**src/bank_strobe_consts.vh**
```
`ifndef BANK_STROBE_CONSTS_VH
`define BANK_STROBE_CONSTS_VH

// Register indices; byte address is four times the index
`define IDX_BANK0     8'h14
`define IDX_BANK1     8'h15
`define IDX_BANK2     8'h16
`define IDX_BANK3     8'h17
`define IDX_XCODE     8'h18
`define IDX_TIMING    8'h19
`define IDX_STATUS    8'h1A

// Bank control fields
`define WS_HI         7
`define WS_LO         6
`define INV_MSB       5
`define INV_LSB       4
`define STB_HI        3
`define STB_LO        2
`define CS_HI         1
`define CS_LO         0
`define WAITS_00      3'h4
`define WAITS_01      3'h2
`define WAITS_10      3'h1
`define WAITS_11      3'h0
`define WRITE_EXTRA   3'h1
`define CS_CODE_A     2'h0
`define CS_CODE_B     2'h1
`define CS_CODE_C     2'h2

// Override and timing fields
`define XCODE_EN      2
`define XCODE_W       3
`define TIM_W         4
`define TIM_WE_A      0
`define TIM_OE_A      2

// Status fields
`define ST_BUSY       0
`define ST_BANK_LO    1
`define ST_BANK_HI    2

// Reset values
`define BANK_RESET    8'h00
`define XCODE_RESET   3'h0
`define TIMING_RESET  4'h0
`define RDATA_ZERO    32'h0000_0000

`endif

```
**src/bank_decode.v**
```verilog
`default_nettype none
`include "bank_strobe_consts.vh"

module bank_decode (
    input  wire [7:0] ctl,
    input  wire [1:0] bank_bits,
    output reg  [1:0] bank_bits_out,
    output reg  [2:0] waits,
    output reg  [2:0] cs_sel,
    output reg        pair_b,
    output reg        write_ok
);

    // Pure decode of one bank control byte
    always @* begin
        bank_bits_out = bank_bits ^
            {ctl[`INV_MSB], ctl[`INV_LSB]};
        case (ctl[`WS_HI:`WS_LO])
            2'h0:    waits = `WAITS_00;
            2'h1:    waits = `WAITS_01;
            2'h2:    waits = `WAITS_10;
            default: waits = `WAITS_11;
        endcase
        // Low code bit picks the pair, high bit blocks writes
        pair_b   = ctl[`STB_LO];
        write_ok = ~ctl[`STB_HI];
        // Reserved code selects nothing rather than guess
        case (ctl[`CS_HI:`CS_LO])
            `CS_CODE_A: cs_sel = 3'h1;
            `CS_CODE_B: cs_sel = 3'h2;
            `CS_CODE_C: cs_sel = 3'h4;
            default:    cs_sel = 3'h0;
        endcase
    end

endmodule // bank_decode
`default_nettype wire

```
**src/memory_bank_strobe_control.v**
```verilog
`default_nettype none
`include "bank_strobe_consts.vh"

module memory_bank_strobe_control #(
    parameter ADDR_W = 20
) (
    input  wire              clock,
    input  wire              rst_n,
    // Avalon-MM register slave, word addressed
    input  wire [7:0]        address,
    input  wire              read,
    input  wire              write,
    input  wire [31:0]       writedata,
    input  wire [3:0]        byteenable,
    output reg  [31:0]       readdata,
    output wire              waitrequest,
    // Memory access request from the processor core
    input  wire              mem_req,
    input  wire              mem_write,
    input  wire              mem_xcode,
    input  wire [ADDR_W-1:0] mem_addr,
    output wire              mem_done,
    // External memory pins
    output reg  [ADDR_W-1:0] ext_addr,
    output wire              chip_select_a_n,
    output wire              chip_select_b_n,
    output wire              chip_select_c_n,
    output wire              output_enable_a_n,
    output wire              output_enable_b_n,
    output wire              write_enable_a_n,
    output wire              write_enable_b_n
);

    localparam ST_IDLE   = 1'b0;
    localparam ST_ACCESS = 1'b1;

    reg                  rst_meta;
    reg                  rst_sync_n;
    reg  [7:0]           bank_ctl [0:3];
    reg  [`XCODE_W-1:0]  xcode;
    reg  [`TIM_W-1:0]    timing;
    reg                  ack;
    reg                  state;
    reg  [2:0]           cnt;
    reg  [2:0]           lat_cs;
    reg                  lat_pair_b;
    reg                  lat_write_ok;
    reg                  lat_write;
    reg  [1:0]           last_bank;
    reg  [2:0]           cs_pos;
    reg  [1:0]           oe_pos;
    reg  [1:0]           we_pos;
    reg  [1:0]           oe_early;
    reg  [1:0]           we_early;
    reg  [2:0]           next_cs;
    reg  [1:0]           next_oe;
    reg  [1:0]           next_we;
    reg                  next_busy;
    reg                  nx_pair_b;
    reg                  nx_write;
    reg                  nx_write_ok;
    wire                 start;
    wire                 access_last;
    wire [1:0]           req_bank;
    wire [7:0]           req_ctl;
    wire [1:0]           dec_bits;
    wire [2:0]           dec_waits;
    wire [2:0]           dec_cs;
    wire                 dec_pair_b;
    wire                 dec_write_ok;
    wire                 bus_req;
    wire                 reg_wr;
    wire [2:0]           total_waits;

    // Register index decode, shared by the read mux and the write decode
    function is_bank_idx;
        input [7:0] idx;
        begin
            is_bank_idx = (idx >= `IDX_BANK0) && (idx <= `IDX_BANK3);
        end
    endfunction

    // Reset release through two flops; assertion stays asynchronous
    always @(posedge clock or negedge rst_n) begin
        if (!rst_n) begin
            rst_meta   <= 1'b0;
            rst_sync_n <= 1'b0;
        end else begin
            rst_meta   <= 1'b1;
            rst_sync_n <= rst_meta;
        end
    end

    // One wait cycle per bus access gives the read mux a flop stage
    assign bus_req     = read | write;
    assign waitrequest = bus_req & ~ack;
    assign reg_wr      = write & ack & byteenable[0];

    always @(posedge clock or negedge rst_sync_n) begin
        if (!rst_sync_n) begin
            ack <= 1'b0;
        end else begin
            ack <= bus_req & ~ack;
        end
    end

    // Register writes land on the edge where the master sees waitrequest low
    always @(posedge clock or negedge rst_sync_n) begin
        if (!rst_sync_n) begin
            bank_ctl[0] <= `BANK_RESET;
            bank_ctl[1] <= `BANK_RESET;
            bank_ctl[2] <= `BANK_RESET;
            bank_ctl[3] <= `BANK_RESET;
            xcode       <= `XCODE_RESET;
            timing      <= `TIMING_RESET;
        end else if (reg_wr) begin
            if (is_bank_idx(address)) begin
                bank_ctl[address[1:0]] <= writedata[7:0];
            end
            // Upper bits are not stored, so they read back zero
            if (address == `IDX_XCODE) begin
                xcode <= writedata[`XCODE_W-1:0];
            end
            // Reserved upper timing bits are left to software
            if (address == `IDX_TIMING) begin
                timing <= writedata[`TIM_W-1:0];
            end
        end
    end

    // Read data is captured in the waiting cycle
    always @(posedge clock or negedge rst_sync_n) begin
        if (!rst_sync_n) begin
            readdata <= `RDATA_ZERO;
        end else if (read & ~ack) begin
            readdata <= `RDATA_ZERO;
            if (is_bank_idx(address)) begin
                readdata[7:0] <= bank_ctl[address[1:0]];
            end else if (address == `IDX_XCODE) begin
                readdata[`XCODE_W-1:0] <= xcode;
            end else if (address == `IDX_TIMING) begin
                readdata[`TIM_W-1:0] <= timing;
            end else if (address == `IDX_STATUS) begin
                readdata[`ST_BUSY] <= state;
                readdata[`ST_BANK_HI:`ST_BANK_LO] <= last_bank;
            end
        end
    end

    // Override codes 001-011 are ignored like normal operation
    assign req_bank = (mem_xcode & xcode[`XCODE_EN]) ?
        xcode[1:0] :
        mem_addr[ADDR_W-1:ADDR_W-2];
    assign req_ctl  = bank_ctl[req_bank];

    bank_decode u_decode (
        .ctl           (req_ctl),
        .bank_bits     (mem_addr[ADDR_W-1:ADDR_W-2]),
        .bank_bits_out (dec_bits),
        .waits         (dec_waits),
        .cs_sel        (dec_cs),
        .pair_b        (dec_pair_b),
        .write_ok      (dec_write_ok)
    );

    // Writes hold the strobe one clock longer than reads
    assign total_waits = mem_write ?
        (dec_waits + `WRITE_EXTRA) : dec_waits;

    assign start       = (state == ST_IDLE) & mem_req;
    assign access_last = (state == ST_ACCESS) & (cnt == 3'h0);
    assign mem_done    = access_last;

    // Access sequencer: cnt holds the clocks left after this one
    always @(posedge clock or negedge rst_sync_n) begin
        if (!rst_sync_n) begin
            state        <= ST_IDLE;
            cnt          <= 3'h0;
            lat_cs       <= 3'h0;
            lat_pair_b   <= 1'b0;
            lat_write_ok <= 1'b0;
            lat_write    <= 1'b0;
            last_bank    <= 2'h0;
            ext_addr     <= {ADDR_W{1'b0}};
        end else begin
            case (state)
                ST_IDLE: begin
                    if (mem_req) begin
                        state        <= ST_ACCESS;
                        cnt          <= total_waits;
                        lat_cs       <= dec_cs;
                        lat_pair_b   <= dec_pair_b;
                        lat_write_ok <= dec_write_ok;
                        lat_write    <= mem_write;
                        last_bank    <= req_bank;
                        ext_addr     <= {dec_bits,
                            mem_addr[ADDR_W-3:0]};
                    end
                end
                ST_ACCESS: begin
                    if (cnt == 3'h0) begin
                        state <= ST_IDLE;
                    end else begin
                        cnt <= cnt - 3'h1;
                    end
                end
                default: begin
                    state <= ST_IDLE;
                end
            endcase
        end
    end

    // Strobe values for the coming clock, from request or latch
    always @* begin
        next_busy   = start | ((state == ST_ACCESS) & (cnt != 3'h0));
        nx_pair_b   = start ? dec_pair_b   : lat_pair_b;
        nx_write    = start ? mem_write    : lat_write;
        nx_write_ok = start ? dec_write_ok : lat_write_ok;
        next_cs     = 3'h0;
        next_oe     = 2'h0;
        next_we     = 2'h0;
        if (next_busy) begin
            next_cs = start ? dec_cs : lat_cs;
            // Read-only banks keep the cycle but drop the write
            if (!nx_write) begin
                next_oe = nx_pair_b ? 2'h2 : 2'h1;
            end else if (nx_write_ok) begin
                next_we = nx_pair_b ? 2'h2 : 2'h1;
            end
        end
    end

    // Rising-edge copies frame the normal strobe window
    always @(posedge clock or negedge rst_sync_n) begin
        if (!rst_sync_n) begin
            cs_pos <= 3'h0;
            oe_pos <= 2'h0;
            we_pos <= 2'h0;
        end else begin
            cs_pos <= next_cs;
            oe_pos <= next_oe;
            we_pos <= next_we;
        end
    end

    // Falling-edge copies lead the rising ones by half a clock
    always @(negedge clock or negedge rst_sync_n) begin
        if (!rst_sync_n) begin
            oe_early <= 2'h0;
            we_early <= 2'h0;
        end else begin
            oe_early <= next_oe;
            we_early <= next_we;
        end
    end

    // Chip selects follow the rising-edge window only
    assign chip_select_a_n = ~cs_pos[0];
    assign chip_select_b_n = ~cs_pos[1];
    assign chip_select_c_n = ~cs_pos[2];

    // Extended read enable starts early, still ends on a rising edge
    assign output_enable_a_n = ~(oe_pos[0] |
        (timing[`TIM_OE_A] & oe_early[0]));
    assign output_enable_b_n = ~(oe_pos[1] |
        (timing[`TIM_OE_A+1] & oe_early[1]));

    // Normal write ends half a clock early so data hold is kept;
    // extended write shifts the whole window to falling edges
    assign write_enable_a_n = ~(timing[`TIM_WE_A] ?
        we_early[0] : (we_pos[0] & we_early[0]));
    assign write_enable_b_n = ~(timing[`TIM_WE_A+1] ?
        we_early[1] : (we_pos[1] & we_early[1]));

endmodule // memory_bank_strobe_control
`default_nettype wire

```
**config.mk**
```make
export PLATFORM = sky130hd
export DESIGN_NAME = memory_bank_strobe_control
export DESIGN_NICKNAME = d
export VERILOG_FILES = /design/src/bank_decode.v /design/src/memory_bank_strobe_control.v
export VERILOG_INCLUDE_DIRS = /design/src /design/src/src
export SDC_FILE = /design/constraint.sdc
export NUM_CORES = 1
export LEC_CHECK = 0
export BUFFER_PORTS_ARGS = -buffer_cell sky130_fd_sc_hd__buf_4
export CORE_UTILIZATION = 35
export CTS_CLUSTER_DIAMETER = 150
export DETAILED_ROUTE_END_ITERATION = 10
export HOLD_SLACK_MARGIN = 0.06
export PLACE_DENSITY = 0.57
export SETUP_SLACK_MARGIN = 0.15
export SYNTH_ARGS = -nofsm -noshare
export SYNTH_HDL_FRONTEND = slang
export SYNTH_SLANG_ARGS = --single-unit
```
**constraint.sdc**
```tcl
create_clock -name clock -period 2.9 [get_ports clock]
set_clock_uncertainty 0.15 [all_clocks]
set_input_delay 0.29 -clock clock [delete_from_list [all_inputs] [get_ports clock]]
set_output_delay 0.29 -clock clock [all_outputs]
set_load 0.005 [all_outputs]
```
Word level (Yosys, flattened, before mapping)

Cells that the tools add are included.
Widths: inputs -> output; s select.

$add $sub $neg: 2
Magnitude comparators: 5
Equal/unequal tests: 9
Multiplexer cells: 39
Bitwise gates (word level): 29
Reduce and logical (&&, ||, !) cells: 11

Operator list:

| kind                | count |
|---|---|
| $mux 8              | 5 |
| $bmux 8 s2          | 2 |
| $bwmux 32           | 1 |
| $eq 8x5->1 const B  | 3 |
| $mux 3              | 8 |
| $pmux 3 s3          | 2 |
| $demux 8 s2         | 1 |
| $mux 2              | 7 |
| $and 1x1->1         | 12 |
| $not 1->1           | 10 |
| $reduce_and 2->1    | 5 |
| $mux 1              | 9 |
| $ge 8x5->1 const B  | 1 |
| $le 8x5->1 const B  | 1 |
| $mux 4              | 2 |
| $ge 3x3->1 const B  | 2 |
| $not 2->3           | 2 |
| $pmux 3 s2          | 1 |
| $eq 2x1->1 const B  | 2 |
| $eq 2x2->1 const B  | 2 |
| $logic_not 2->1     | 2 |
| $ne 2x2->1 const B  | 2 |
| $or 1x1->1          | 4 |
| $add 3x1->3 const B | 1 |
| 7 further kinds     | 8 |

Flip-flop bits (word level): 93
Input bits: 71
Output and inout bits: 61
Logic and storage cells: 118

Longest topological paths before layout

Gate-level depths: netlist of the first run.

Depth after elaboration: 12
Gate-level depth with buffers: 10
Mapped depth without buffers: 9

Hierarchy

Synthesis of the first run repeated with hierarchy kept, for this count alone.

Cells, all modules: 326
Area total of the unflattened synthesis: 4438.0 um^2

Modules (own cells, without submodules):

| module                     | times used | cells each | area an instance (um^2) | seq. area each (um^2) |
|---|---|---|---|---|
| memory_bank_strobe_control | 1          | 316        | 4366.7                  | 2327.2 |
| bank_decode                | 1          | 10         | 71.3                    | 0.0 |

==> results of run 1 <==
critical path: cells and delay by family, from the launching register on:
kind,cells,cell delay (ps)
multiplexers,3,1070
flip-flops,1,340
AND/OR/NAND/NOR,2,250
power by group through the flow:
| stage | Sequential [µW] | Clock [µW] | Combinational (µW) |
|---|---|---|---|
| after global placement | 1680 | 0 | 950 |
| after CTS | 1680 | 1130 | 1020 |
| after floorplan | 1690 | 0 | 483 |
| after detailed placement | 1690 | 0 | 974 |
| after global routing | 1700 | 1180 | 1130 |
| final | 1670 | 1100 | 1010 |
what timing repair did:
action	in CTS	in global routing
setup buffers	1	2
hold endpoints to repair	37	0
gates cloned	0	0
hold buffers	25	0
resized for setup	9	2
setup endpoints to repair	8	10
pin swaps	2	1
routing by layer:
metal,part of all wire,track usage,vias to the layer above
li1,-,-,1525
met1,0.46,0.221,1584
met2,0.50,0.276,65
met3,0.025,0.0249,12
met4,0.021,0.0814,0
met5,0,0,-
state kept, by name (all words and copies together) (netlist names):
| signal | cells |
|---|---|
| we_pos | 2 |
| cnt | 3 |
| bank_ctl | 32 |
| cs_pos | 3 |
| we_early | 2 |
| ack | 1 |
| xcode | 3 |
| lat_cs | 3 |
| oe_early | 2 |
| lat_write | 1 |
| timing | 4 |
| ext_addr | 20 |
| rst_meta | 1 |
| lat_pair_b | 1 |
| state | 1 |
| oe_pos | 2 |
| readdata | 8 |
| lat_write_ok | 1 |
| last_bank | 2 |
| rst_sync_n | 1 |
cells in the final DEF, fill, tap and decap left out, types with 2 or more instances in the layout:
cell type	n
a21oi_1	3
a21oi_2	2
a221oi_1	3
a22o_1	4
a22oi_1	2
and2_4	2
and3_1	2
buf_4	113
clkbuf_1	4
clkbuf_16	9
clkbuf_8	2
conb_1	25
dfrtn_1	4
dfrtp_1	88
dlygate4sd3_1	25
ha_1	5
inv_1	12
mux2_1	16
mux2_2	24
mux2i_1	7
mux2i_4	2
mux4_2	14
nand2_1	74
nand2b_1	3
nand3_1	2
nand4_1	3
nor2_1	13
nor2b_2	2
nor3_2	2
o21a_1	2
o21ai_0	13
o31ai_1	3
o32ai_1	3
or4_1	2
xnor2_1	3
kinds of logic after synthesis:
group | after synthesis | share of synthesized area
and+or+nand+nor | 115 | 0.124
adders and majority gates | 5 | 0.0142
other | 2 | 0.00171
muxes | 63 | 0.198
buffers and inverters | 52 | 0.0657
AOI/OAI and AO/OA | 41 | 0.0614
DFF | 93 | 0.529
xor gates and xnor gates | 3 | 0.00597
metrics by stage:
step / hold slack [ps] / utilization / area (µm²) / worst slack [ps] / power (µW)
after floorplan: -156 / - / 4490 / -646 / 2170
after global placement: -75.2 / 0.437 / 5290 / -586 / 2630
after detailed placement: -75.2 / 0.437 / 5290 / -622 / 2670
after CTS: 68.5 / 0.483 / 5860 / -511 / 3830
after global routing: 62.5 / 0.485 / 5880 / -588 / 4020
final: 66.6 / 0.485 / 5880 / -507 / 3780
worst max path at each step:
stage / endpoint / start / slack, ps / cells past startpoint
6_report: we_early[1] / xcode[2] / -510 / 5
3_5_place_dp: oe_early[1] / mem_xcode / -620 / 6
3_3_place_gp: we_early[1] / mem_xcode / -590 / 6
4_1_cts: we_early[1] / xcode[2] / -510 / 6
5_1_grt: we_early[1] / xcode[2] / -590 / 6
2_1_floorplan: we_early[1] / xcode[2] / -650 / 5
cells in the mapped netlist (all sizes together), types with 4 or more instances:
master	number	area share
ha	5	0.014
mux2	40	0.10
mux2i	9	0.024
nand2	74	0.063
a22o	4	0.0080
dfrtp	89	0.51
clkbuf	13	0.011
mux4	14	0.072
o21ai	15	0.017
nor2	13	0.011
inv	12	0.010
dfrtn	4	0.023
a21oi	5	0.0057
buf	27	0.044
final cells by class:
class	count	area, µm²	area share
multi-input cells	252	1910	0.325
clock inverters	1	5.00	0.000852
inverters	12	45.0	0.00766
well taps	168	210	0.0358
flip-flops and latches	93	2330	0.397
repair buffers	139	1110	0.189
clock buffers	15	268	0.0456
==> results.sh, run 1 <==
export IMPL_arrival_ps=1990
export IMPL_switching_power_uw=1080
export IMPL_dp_hpwl_um=7370
export IMPL_clockBufferDepth=2
export IMPL_cts_buffers_inserted=9
export IMPL_drtPass1Iterations=4
export IMPL_min_from="writedata[0]"
export IMPL_fp_dieH_um=114
export IMPL_violations="negative setup slack"
export IMPL_wl_per_cell_um=14.9
export IMPL_worst_slack_ps=-507
export IMPL_seq_area_frac_synth=0.529
export IMPL_slew_headroom=0.588
export IMPL_clk_latency_ps=340
export IMPL_critPathKind="register to register"
export IMPL_crit_chain="and2_4 -> mux2i_4 -> mux4_2 -> mux2i_4 -> nor2b_2"
export IMPL_antenna_found_initial=0
export IMPL_crit_fanout=5
export IMPL_rr_startpoint="xcode[2]"
export IMPL_p_clk_frac=0.290
export IMPL_area_delta_synth_final_pct=33.6
export IMPL_ys_warn_count=0
export IMPL_synthCells=374
export IMPL_fin_nets=583
export IMPL_initial_core_util=0.363
export IMPL_num_vias=3186
export IMPL_vias_per_cell=4.69
export IMPL_min_to="bank_ctl[8]"
export IMPL_synth_edf_count=0
export IMPL_ir_drop_v=0.000293
export IMPL_crit_path_max_incr_delay_ps=560
export IMPL_grt_pass1_wl_um=16400
export IMPL_rrSetupSlack_ps=-510
export IMPL_io_pins=132
export IMPL_final_max_slew_viol_count=0
export IMPL_die_area_um2=13000
export IMPL_async_flop_share=1.00
export IMPL_r2r_cells=5
export IMPL_fin_cells=680
export IMPL_fillers=1140
export IMPL_grt_ovfl_total=0
export IMPL_synth_seq_cells=93
export IMPL_synth_distinct_cells=48
export IMPL_p_int_uw=2700
export IMPL_cts_num_sinks=93
export IMPL_ys_flop_type="dfrtp_1"
export IMPL_critPathSlowestCell="mux4_2"
export IMPL_rsz0062_at_grt="true"
export IMPL_min_path_type="input pin to register"
export IMPL_syn_avg_cell_area_um2=11.8
export IMPL_io_buffers=80
export IMPL_dp_cells=636
export IMPL_critPathLaunchType="register"
export IMPL_worstMarginPinSlew_ps=618
export IMPL_wl_um=10100
export IMPL_worst_ep_required_time_ps=1490
export IMPL_end_kind="register"
export IMPL_core_area_um2=12100
export IMPL_fin_tns_setup_ps=-1930
export IMPL_crit_path_frequent_cell="mux2i_4"
export IMPL_grt_usage=0.169
export IMPL_r2r_end="we_early[1]"
export IMPL_cap_viol_max_count=0
export IMPL_path_clk_slew_ps=60
export IMPL_whs_path_depth=2
export IMPL_grt_max_degree=48
export IMPL_seq_power_share=0.442
export IMPL_grt_pass1_vias=3100
export IMPL_power_share_switching=0.285
export IMPL_leakage_uw=0.00291
export IMPL_dieWidth_um=114
export IMPL_htreeDepth=3
export IMPL_remaining_drc_errors=0
export IMPL_status="complete, but fails checks"
export IMPL_synth_area_um2=4400
export IMPL_cts_root_buf="clkbuf_16"
export IMPL_drive_gt1_frac=0.352
export IMPL_place_gp_congestion=0.797
export IMPL_power_frac_comb=0.268
export IMPL_setup_viol=4
export IMPL_diodes=0
export IMPL_hold_viol=0
export IMPL_drt_iter0_markers=161
export IMPL_num_rows=40
export IMPL_p_per_area_nw_per_um2=643
export IMPL_ant_nets=0
export IMPL_cts_tree="yes"
Power figures use the tool's default switching activity.
==> run 2, diff against run 1 <==
==> constraint.sdc (replaced) <==
create_clock -name clock -period 2.9 [get_ports clock]
set_clock_uncertainty 0.15 [all_clocks]
set_input_delay 0.87 -clock clock [delete_from_list [all_inputs] [get_ports clock]]
set_output_delay 0.87 -clock clock [all_outputs]
set_load 0.005 [all_outputs]
==> run 2 against run 1 <==
The run still ends with negative setup slack left. Non-clock buffer count decreased by 14. Via count shrank 2.0%. Clock power up 7%. Critical endpoint unchanged.
==> results.sh, run 2 (synthesized netlist as in run 1, its figures left out) <==
export IMPL_reg_top3="bank_ctl x32, ext_addr x20, readdata x8"
export IMPL_power_frac_comb=0.265
export IMPL_multi_input_area_um2=1930
export IMPL_crit_chain="buf_6 -> and2_4 -> mux2i_4 -> mux4_2 -> mux2i_4 -> nor2b_2"
export IMPL_crit_start="mem_xcode"
export IMPL_critPathSlowestCell="mux4_2"
export IMPL_remaining_drc_errors=0
export IMPL_power_share_switching=0.279
export IMPL_power_uw=3870
export IMPL_grt_pass1_vias=3136
export IMPL_fin_tns_setup_ps=-5040
export IMPL_final_cell_area_um2=5760
export IMPL_rr_startpoint="xcode[2]"
export IMPL_place_gp_congestion=0.790
export IMPL_drt_iter0_markers=121
export IMPL_p_int_uw=2790
export IMPL_grt_pass1_wl_um=16700
export IMPL_seq_power_share=0.430
export IMPL_final_common_cell="buf_4"
export IMPL_cap_viol_max_count=0
export IMPL_fin_nets=569
export IMPL_num_rows=40
export IMPL_num_vias=3122
export IMPL_critPathLaunchType="input pin"
export IMPL_critPathKind="input pin to register"
export IMPL_grt_usage=0.171
export IMPL_r2r_cells=5
export IMPL_leakage_uw=0.00286
export IMPL_r2r_end="we_early[1]"
export IMPL_antenna_found_initial=0
export IMPL_io_pins=132
export IMPL_worst_slack_ps=-794
export IMPL_slew_headroom=0.294
export IMPL_io_buffers=80
export IMPL_place_area_um2=5400
export IMPL_fillers=1157
export IMPL_cts_num_sinks=93
export IMPL_pre_cts_slack_ps=-1200
export IMPL_cts_buffers_inserted=9
export IMPL_crit_path_frequent_cell="mux2i_4"
export IMPL_largest_reg_flops=32
export IMPL_wl_per_cell_um=15.7
export IMPL_area_delta_synth_final_pct=31.0
export IMPL_htreeDepth=3
export IMPL_crit_fanout=5
export IMPL_wl_um=10500
export IMPL_regArea_um2=2330
export IMPL_violations="negative setup slack"
export IMPL_arrival_ps=2270
export IMPL_status="complete, but fails checks"
export IMPL_clk_latency_ps=330
export IMPL_rsz0062_at_grt="true"
export IMPL_dieWidth_um=114
export IMPL_vias_per_cell=4.69
export IMPL_clockBufferDepth=2
export IMPL_hold_viol=0
export IMPL_crit_path_max_incr_delay_ps=570
export IMPL_worstMarginPinSlew_ps=1060
export IMPL_fp_dieH_um=114
export IMPL_dp_hpwl_um=7670
export IMPL_grt_ovfl_total=0
export IMPL_end_kind="register"
export IMPL_ir_drop_v=0.000290
export IMPL_diodes=0
export IMPL_regMostFlops="bank_ctl"
export IMPL_setup_viol=8
export IMPL_worst_ep_required_time_ps=1480
export IMPL_min_path_type="input pin to async pin"
export IMPL_core_area_um2=12100
export IMPL_final_cell_mix="buf_4 (121), dfrtp_1 (88), nand2_1 (74)"
export IMPL_drive_gt1_frac=0.388
export IMPL_cts_tree="yes"
export IMPL_rrSetupSlack_ps=-540
export IMPL_initial_core_util=0.363
export IMPL_p_per_area_nw_per_um2=671
export IMPL_hold_ws_ps=162
export IMPL_path_clk_slew_ps=60
export IMPL_grt_max_degree=84
export IMPL_cts_root_buf="clkbuf_16"
export IMPL_final_max_slew_viol_count=0
export IMPL_switching_power_uw=1080
export IMPL_ant_nets=0
export IMPL_p_clk_frac=0.306
export IMPL_die_area_um2=13000
export IMPL_drtPass1Iterations=5
-- run 2: critical path, delay by kind of cell --
kind	cells	cell delay (ps)
buffers and inverters	1	70
muxes	3	1100
and+or+nand+nor	2	230
-- run 2: how the worst max path moves through the flow --
stage,cells after the start,slack (ps),endpoint
finish,6,-790,we_early[1]
global route,6,-840,we_early[1]
CTS,6,-770,oe_early[1]
detailed placement,6,-1200,we_early[1]
global placement,6,-1170,we_early[1]
floorplan,5,-1120,we_early[1]
-- run 2: repair_timing --
| item | CTS | global route |
|---|---|---|
| hold endpoints to repair | 4 | 0 |
| setup endpoints to repair | 11 | 11 |
| resized for setup | 9 | 1 |
| pin swaps | 2 | 1 |
| hold buffers | 1 | 0 |
| buffers inserted | 1 | 1 |
-- run 2: area by class of cell --
cell class                 instances  area share
sequential                        93       0.405
multi-input combinational        252       0.334
timing repair buffer             125       0.165
clock buffer                      15      0.0465
tap                              168      0.0365
inverter                          12     0.00782
clock inverter                     1     0.00521
-- run 2: power groups by stage --
stage / clock network, µW / logic (µW) / registers, µW
after floorplan: 0 / 492 / 1690
after global placement: 0 / 1000 / 1680
after detailed placement: 0 / 1020 / 1690
after CTS: 1200 / 1040 / 1660
after global routing: 1270 / 1140 / 1690
final: 1180 / 1020 / 1660
-- run 2: per-stage QoR --
stage | util | std cells
finish | 0.476 | 666
CTS | 0.475 | 665
detailed placement | 0.445 | 647
floorplan | - | 397
global route | 0.476 | 666
global placement | 0.445 | 647
-- run 2: metal layers --
layer / share of wire / GRT usage / routed length (µm)
met1: 0.46 / 0.231 / 4820
met2: 0.49 / 0.273 / 5130
met3: 0.033 / 0.0249 / 346
met4: 0.017 / 0.0762 / 179
met5: 0 / 0 / 0
==> run 3, diff against run 2 <==
--- a/config.mk
+++ b/config.mk
@@ -12,7 +12,9 @@
 export DETAILED_ROUTE_END_ITERATION = 10
 export HOLD_SLACK_MARGIN = 0.06
 export PLACE_DENSITY = 0.57
+export REMOVE_ABC_BUFFERS = 1
 export SETUP_SLACK_MARGIN = 0.15
 export SYNTH_ARGS = -nofsm -noshare
 export SYNTH_HDL_FRONTEND = slang
+export SYNTH_HIERARCHICAL = 1
 export SYNTH_SLANG_ARGS = --single-unit
==> run 3 against run 2 <==
Critical path type unchanged. Synthesized area is 0.88% higher. Highest routed layer unchanged. The flow still finishes with violations (negative setup slack). Setup slack gained 72 ps. Largest power group unchanged. Critical endpoint is now oe_early[1]. Sequential cell count is the same. Combinational power down 3%. Sequential share of layout area shrank 0.24 points.
==> results.sh, run 3 <==
export IMPL_status="complete, but fails checks"
export IMPL_violations="negative setup slack"
export IMPL_crit_start="mem_xcode"
export IMPL_wl_um=9910
export IMPL_cts_num_sinks=93
export IMPL_synth_top_area_frac=0.502
export IMPL_ir_drop_v=0.000378
export IMPL_remaining_drc_errors=0
export IMPL_final_max_slew_viol_count=0
export IMPL_seq_area_frac_synth=0.524
export IMPL_slew_headroom=0.569
export IMPL_r2r_cells=7
export IMPL_largest_reg_flops=32
export IMPL_synthTopCellsByCount="dfrtp_1 (89), mux2_2 (68), buf_4 (26), nand2_1 (19), mux4_2 (16)"
export IMPL_rsz0062_at_grt="true"
export IMPL_worstMarginPinSlew_ps=647
export IMPL_grt_pass1_wl_um=15600
export IMPL_r2r_end="oe_early[1]"
export IMPL_grt_pass1_vias=2912
export IMPL_drt_iter0_markers=66
export IMPL_synth_area_leader_cell="dfrtp_1"
export IMPL_place_area_um2=5370
export IMPL_grt_max_degree=52
export IMPL_drive_gt1_frac=0.547
export IMPL_ys_flop_type="dfrtp_1"
export IMPL_clk_latency_ps=340
export IMPL_place_gp_congestion=0.745
export IMPL_htreeDepth=3
export IMPL_cts_buffers_inserted=9
export IMPL_fin_cells=618
export IMPL_p_per_area_nw_per_um2=676
export IMPL_core_area_um2=12200
export IMPL_cap_viol_max_count=0
export IMPL_path_clk_slew_ps=60
export IMPL_synth_distinct_cells=38
export IMPL_cts_tree="yes"
export IMPL_syn_avg_cell_area_um2=13.6
export IMPL_die_area_um2=13100
export IMPL_critPathKind="input pin to register"
export IMPL_io_buffers=80
export IMPL_leakage_uw=0.00281
export IMPL_grt_usage=0.159
export IMPL_area_delta_synth_final_pct=30.6
export IMPL_rr_startpoint="xcode[2]"
export IMPL_fp_dieH_um=115
export IMPL_cp_endpoint="oe_early[1]"
export IMPL_dieWidth_um=115
export IMPL_arrival_ps=2210
export IMPL_rrSetupSlack_ps=-550
export IMPL_ys_top_cells_by_area="dfrtp_1 (50%), mux2_2 (17%), mux4_2 (8.1%)"
export IMPL_drtPass1Iterations=6
export IMPL_synth_seq_cells=93
export IMPL_num_vias=2908
export IMPL_hold_ws_ps=149
export IMPL_dp_cells=596
export IMPL_hold_viol=0
export IMPL_num_rows=40
export IMPL_fin_nets=519
export IMPL_critPathLaunchType="input pin"
export IMPL_synth_edf_count=0
export IMPL_async_flop_share=1.00
export IMPL_ant_nets=0
export IMPL_pre_cts_slack_ps=-1250
export IMPL_wl_per_cell_um=16.0
export IMPL_io_pins=132
export IMPL_worst_ep_required_time_ps=1490
export IMPL_dp_hpwl_um=7270
export IMPL_clockBufferDepth=2
export IMPL_synth_most_common_cell="dfrtp_1"
export IMPL_end_kind="register"
export IMPL_final_cell_area_um2=5800
export IMPL_cts_root_buf="clkbuf_16"
export IMPL_antenna_found_initial=0
export IMPL_vias_per_cell=4.71
export IMPL_setup_viol=9
export IMPL_synthCells=326
export IMPL_reg_top3="bank_ctl x32, ext_addr x20, readdata x8"
export IMPL_diodes=0
export IMPL_final_cell_mix="buf_4 (116), dfrtp_1 (88), mux2_2 (68)"
export IMPL_initial_core_util=0.365
export IMPL_ys_warn_count=6
export IMPL_grt_ovfl_total=0
export IMPL_min_path_type="input pin to async pin"
export IMPL_crit_fanout=4
export IMPL_worst_slack_ps=-721
export IMPL_regMostFlops="bank_ctl"
export IMPL_final_common_cell="buf_4"
export IMPL_synth_area_um2=4440
==> run 3: cell types whose count changed in the layout (fill, tap and decap cells not counted), moves of 5 or more <==
cell     before  now
o21ai_0      11    3
mux2_1       16    0
nand2_1      74   17
buf_4       121  116
nand3_1       2   13
mux2_2       23   68
==> run 3: layer usage <==
metal,share of wire,track usage,up-vias
met5,0,0,-
met4,0.0091,0.0416,0
met3,0.041,0.0360,10
met2,0.48,0.251,67
met1,0.47,0.222,1482
li1,-,-,1349
==> run 3: cell families (layout without fill, tap and decap cells) <==
group           Yosys count  after routing  synth area share
flops                    93             93             0.524
mux                      88             88             0.264
xor+xnor                  4              4           0.00790
other cells               2             25           0.00169
fa+ha+maj                 3              3           0.00846
compound gates           20             20            0.0293
simple gates             70             70             0.101
buf+inv                  46            147            0.0632
==> run 3: worst max-delay path: stages <==
cell	delay, ps
buf_6	90
nand2_4	60
mux2i_2	220
buf_4	150
mux4_2	480
mux2i_1	140
buf_4	150
nor3_1	60
==> run 3: how the worst min path moves through the flow <==
stage                  to  cells past startpoint  slack (ps)        from
3_3_place_gp    oe_pos[1]                      0          20  rst_sync_n
3_5_place_dp    we_pos[0]                      0          20  rst_sync_n
6_report         rst_meta                      1         150       rst_n
5_1_grt        rst_sync_n                      1         130       rst_n
4_1_cts        rst_sync_n                      1         140       rst_n
2_1_floorplan  rst_sync_n                      0         180    rst_meta
==> run 3: through the flow <==
stage          utilization  setup TNS [ps]  total power [µW]
2_1_floorplan            -          -14890              2130
3_3_place_gp         0.442           -6510              2640
3_5_place_dp         0.442           -7020              2670
4_1_cts              0.474           -4940              3960
5_1_grt              0.477           -5460              4130
6_report             0.477           -4890              3920
==> run 3: layout make-up <==
cell class                 count  area, µm²
clock buffer                  10        229
clock inverter                 6       86.3
fill                        1104       6370
inverter                      10       37.5
multi-input combinational    210       1970
sequential                    93       2330
tap                          168        210
timing repair buffer         121        935
==> run 3: power breakdown <==
group / internal (µW) / switching, µW
registers: 1550 / 128
logic: 578 / 407
clock network: 756 / 499
total: 2890 / 1030
==> run 3: repair_timing <==
item,CTS,global route
setup buffers,3,2
endpoints found under the hold margin,8,0
gates cloned,0,0
hold buffers,1,0
endpoints found under the setup margin,11,12
pin swaps,5,3
resized for setup,13,8
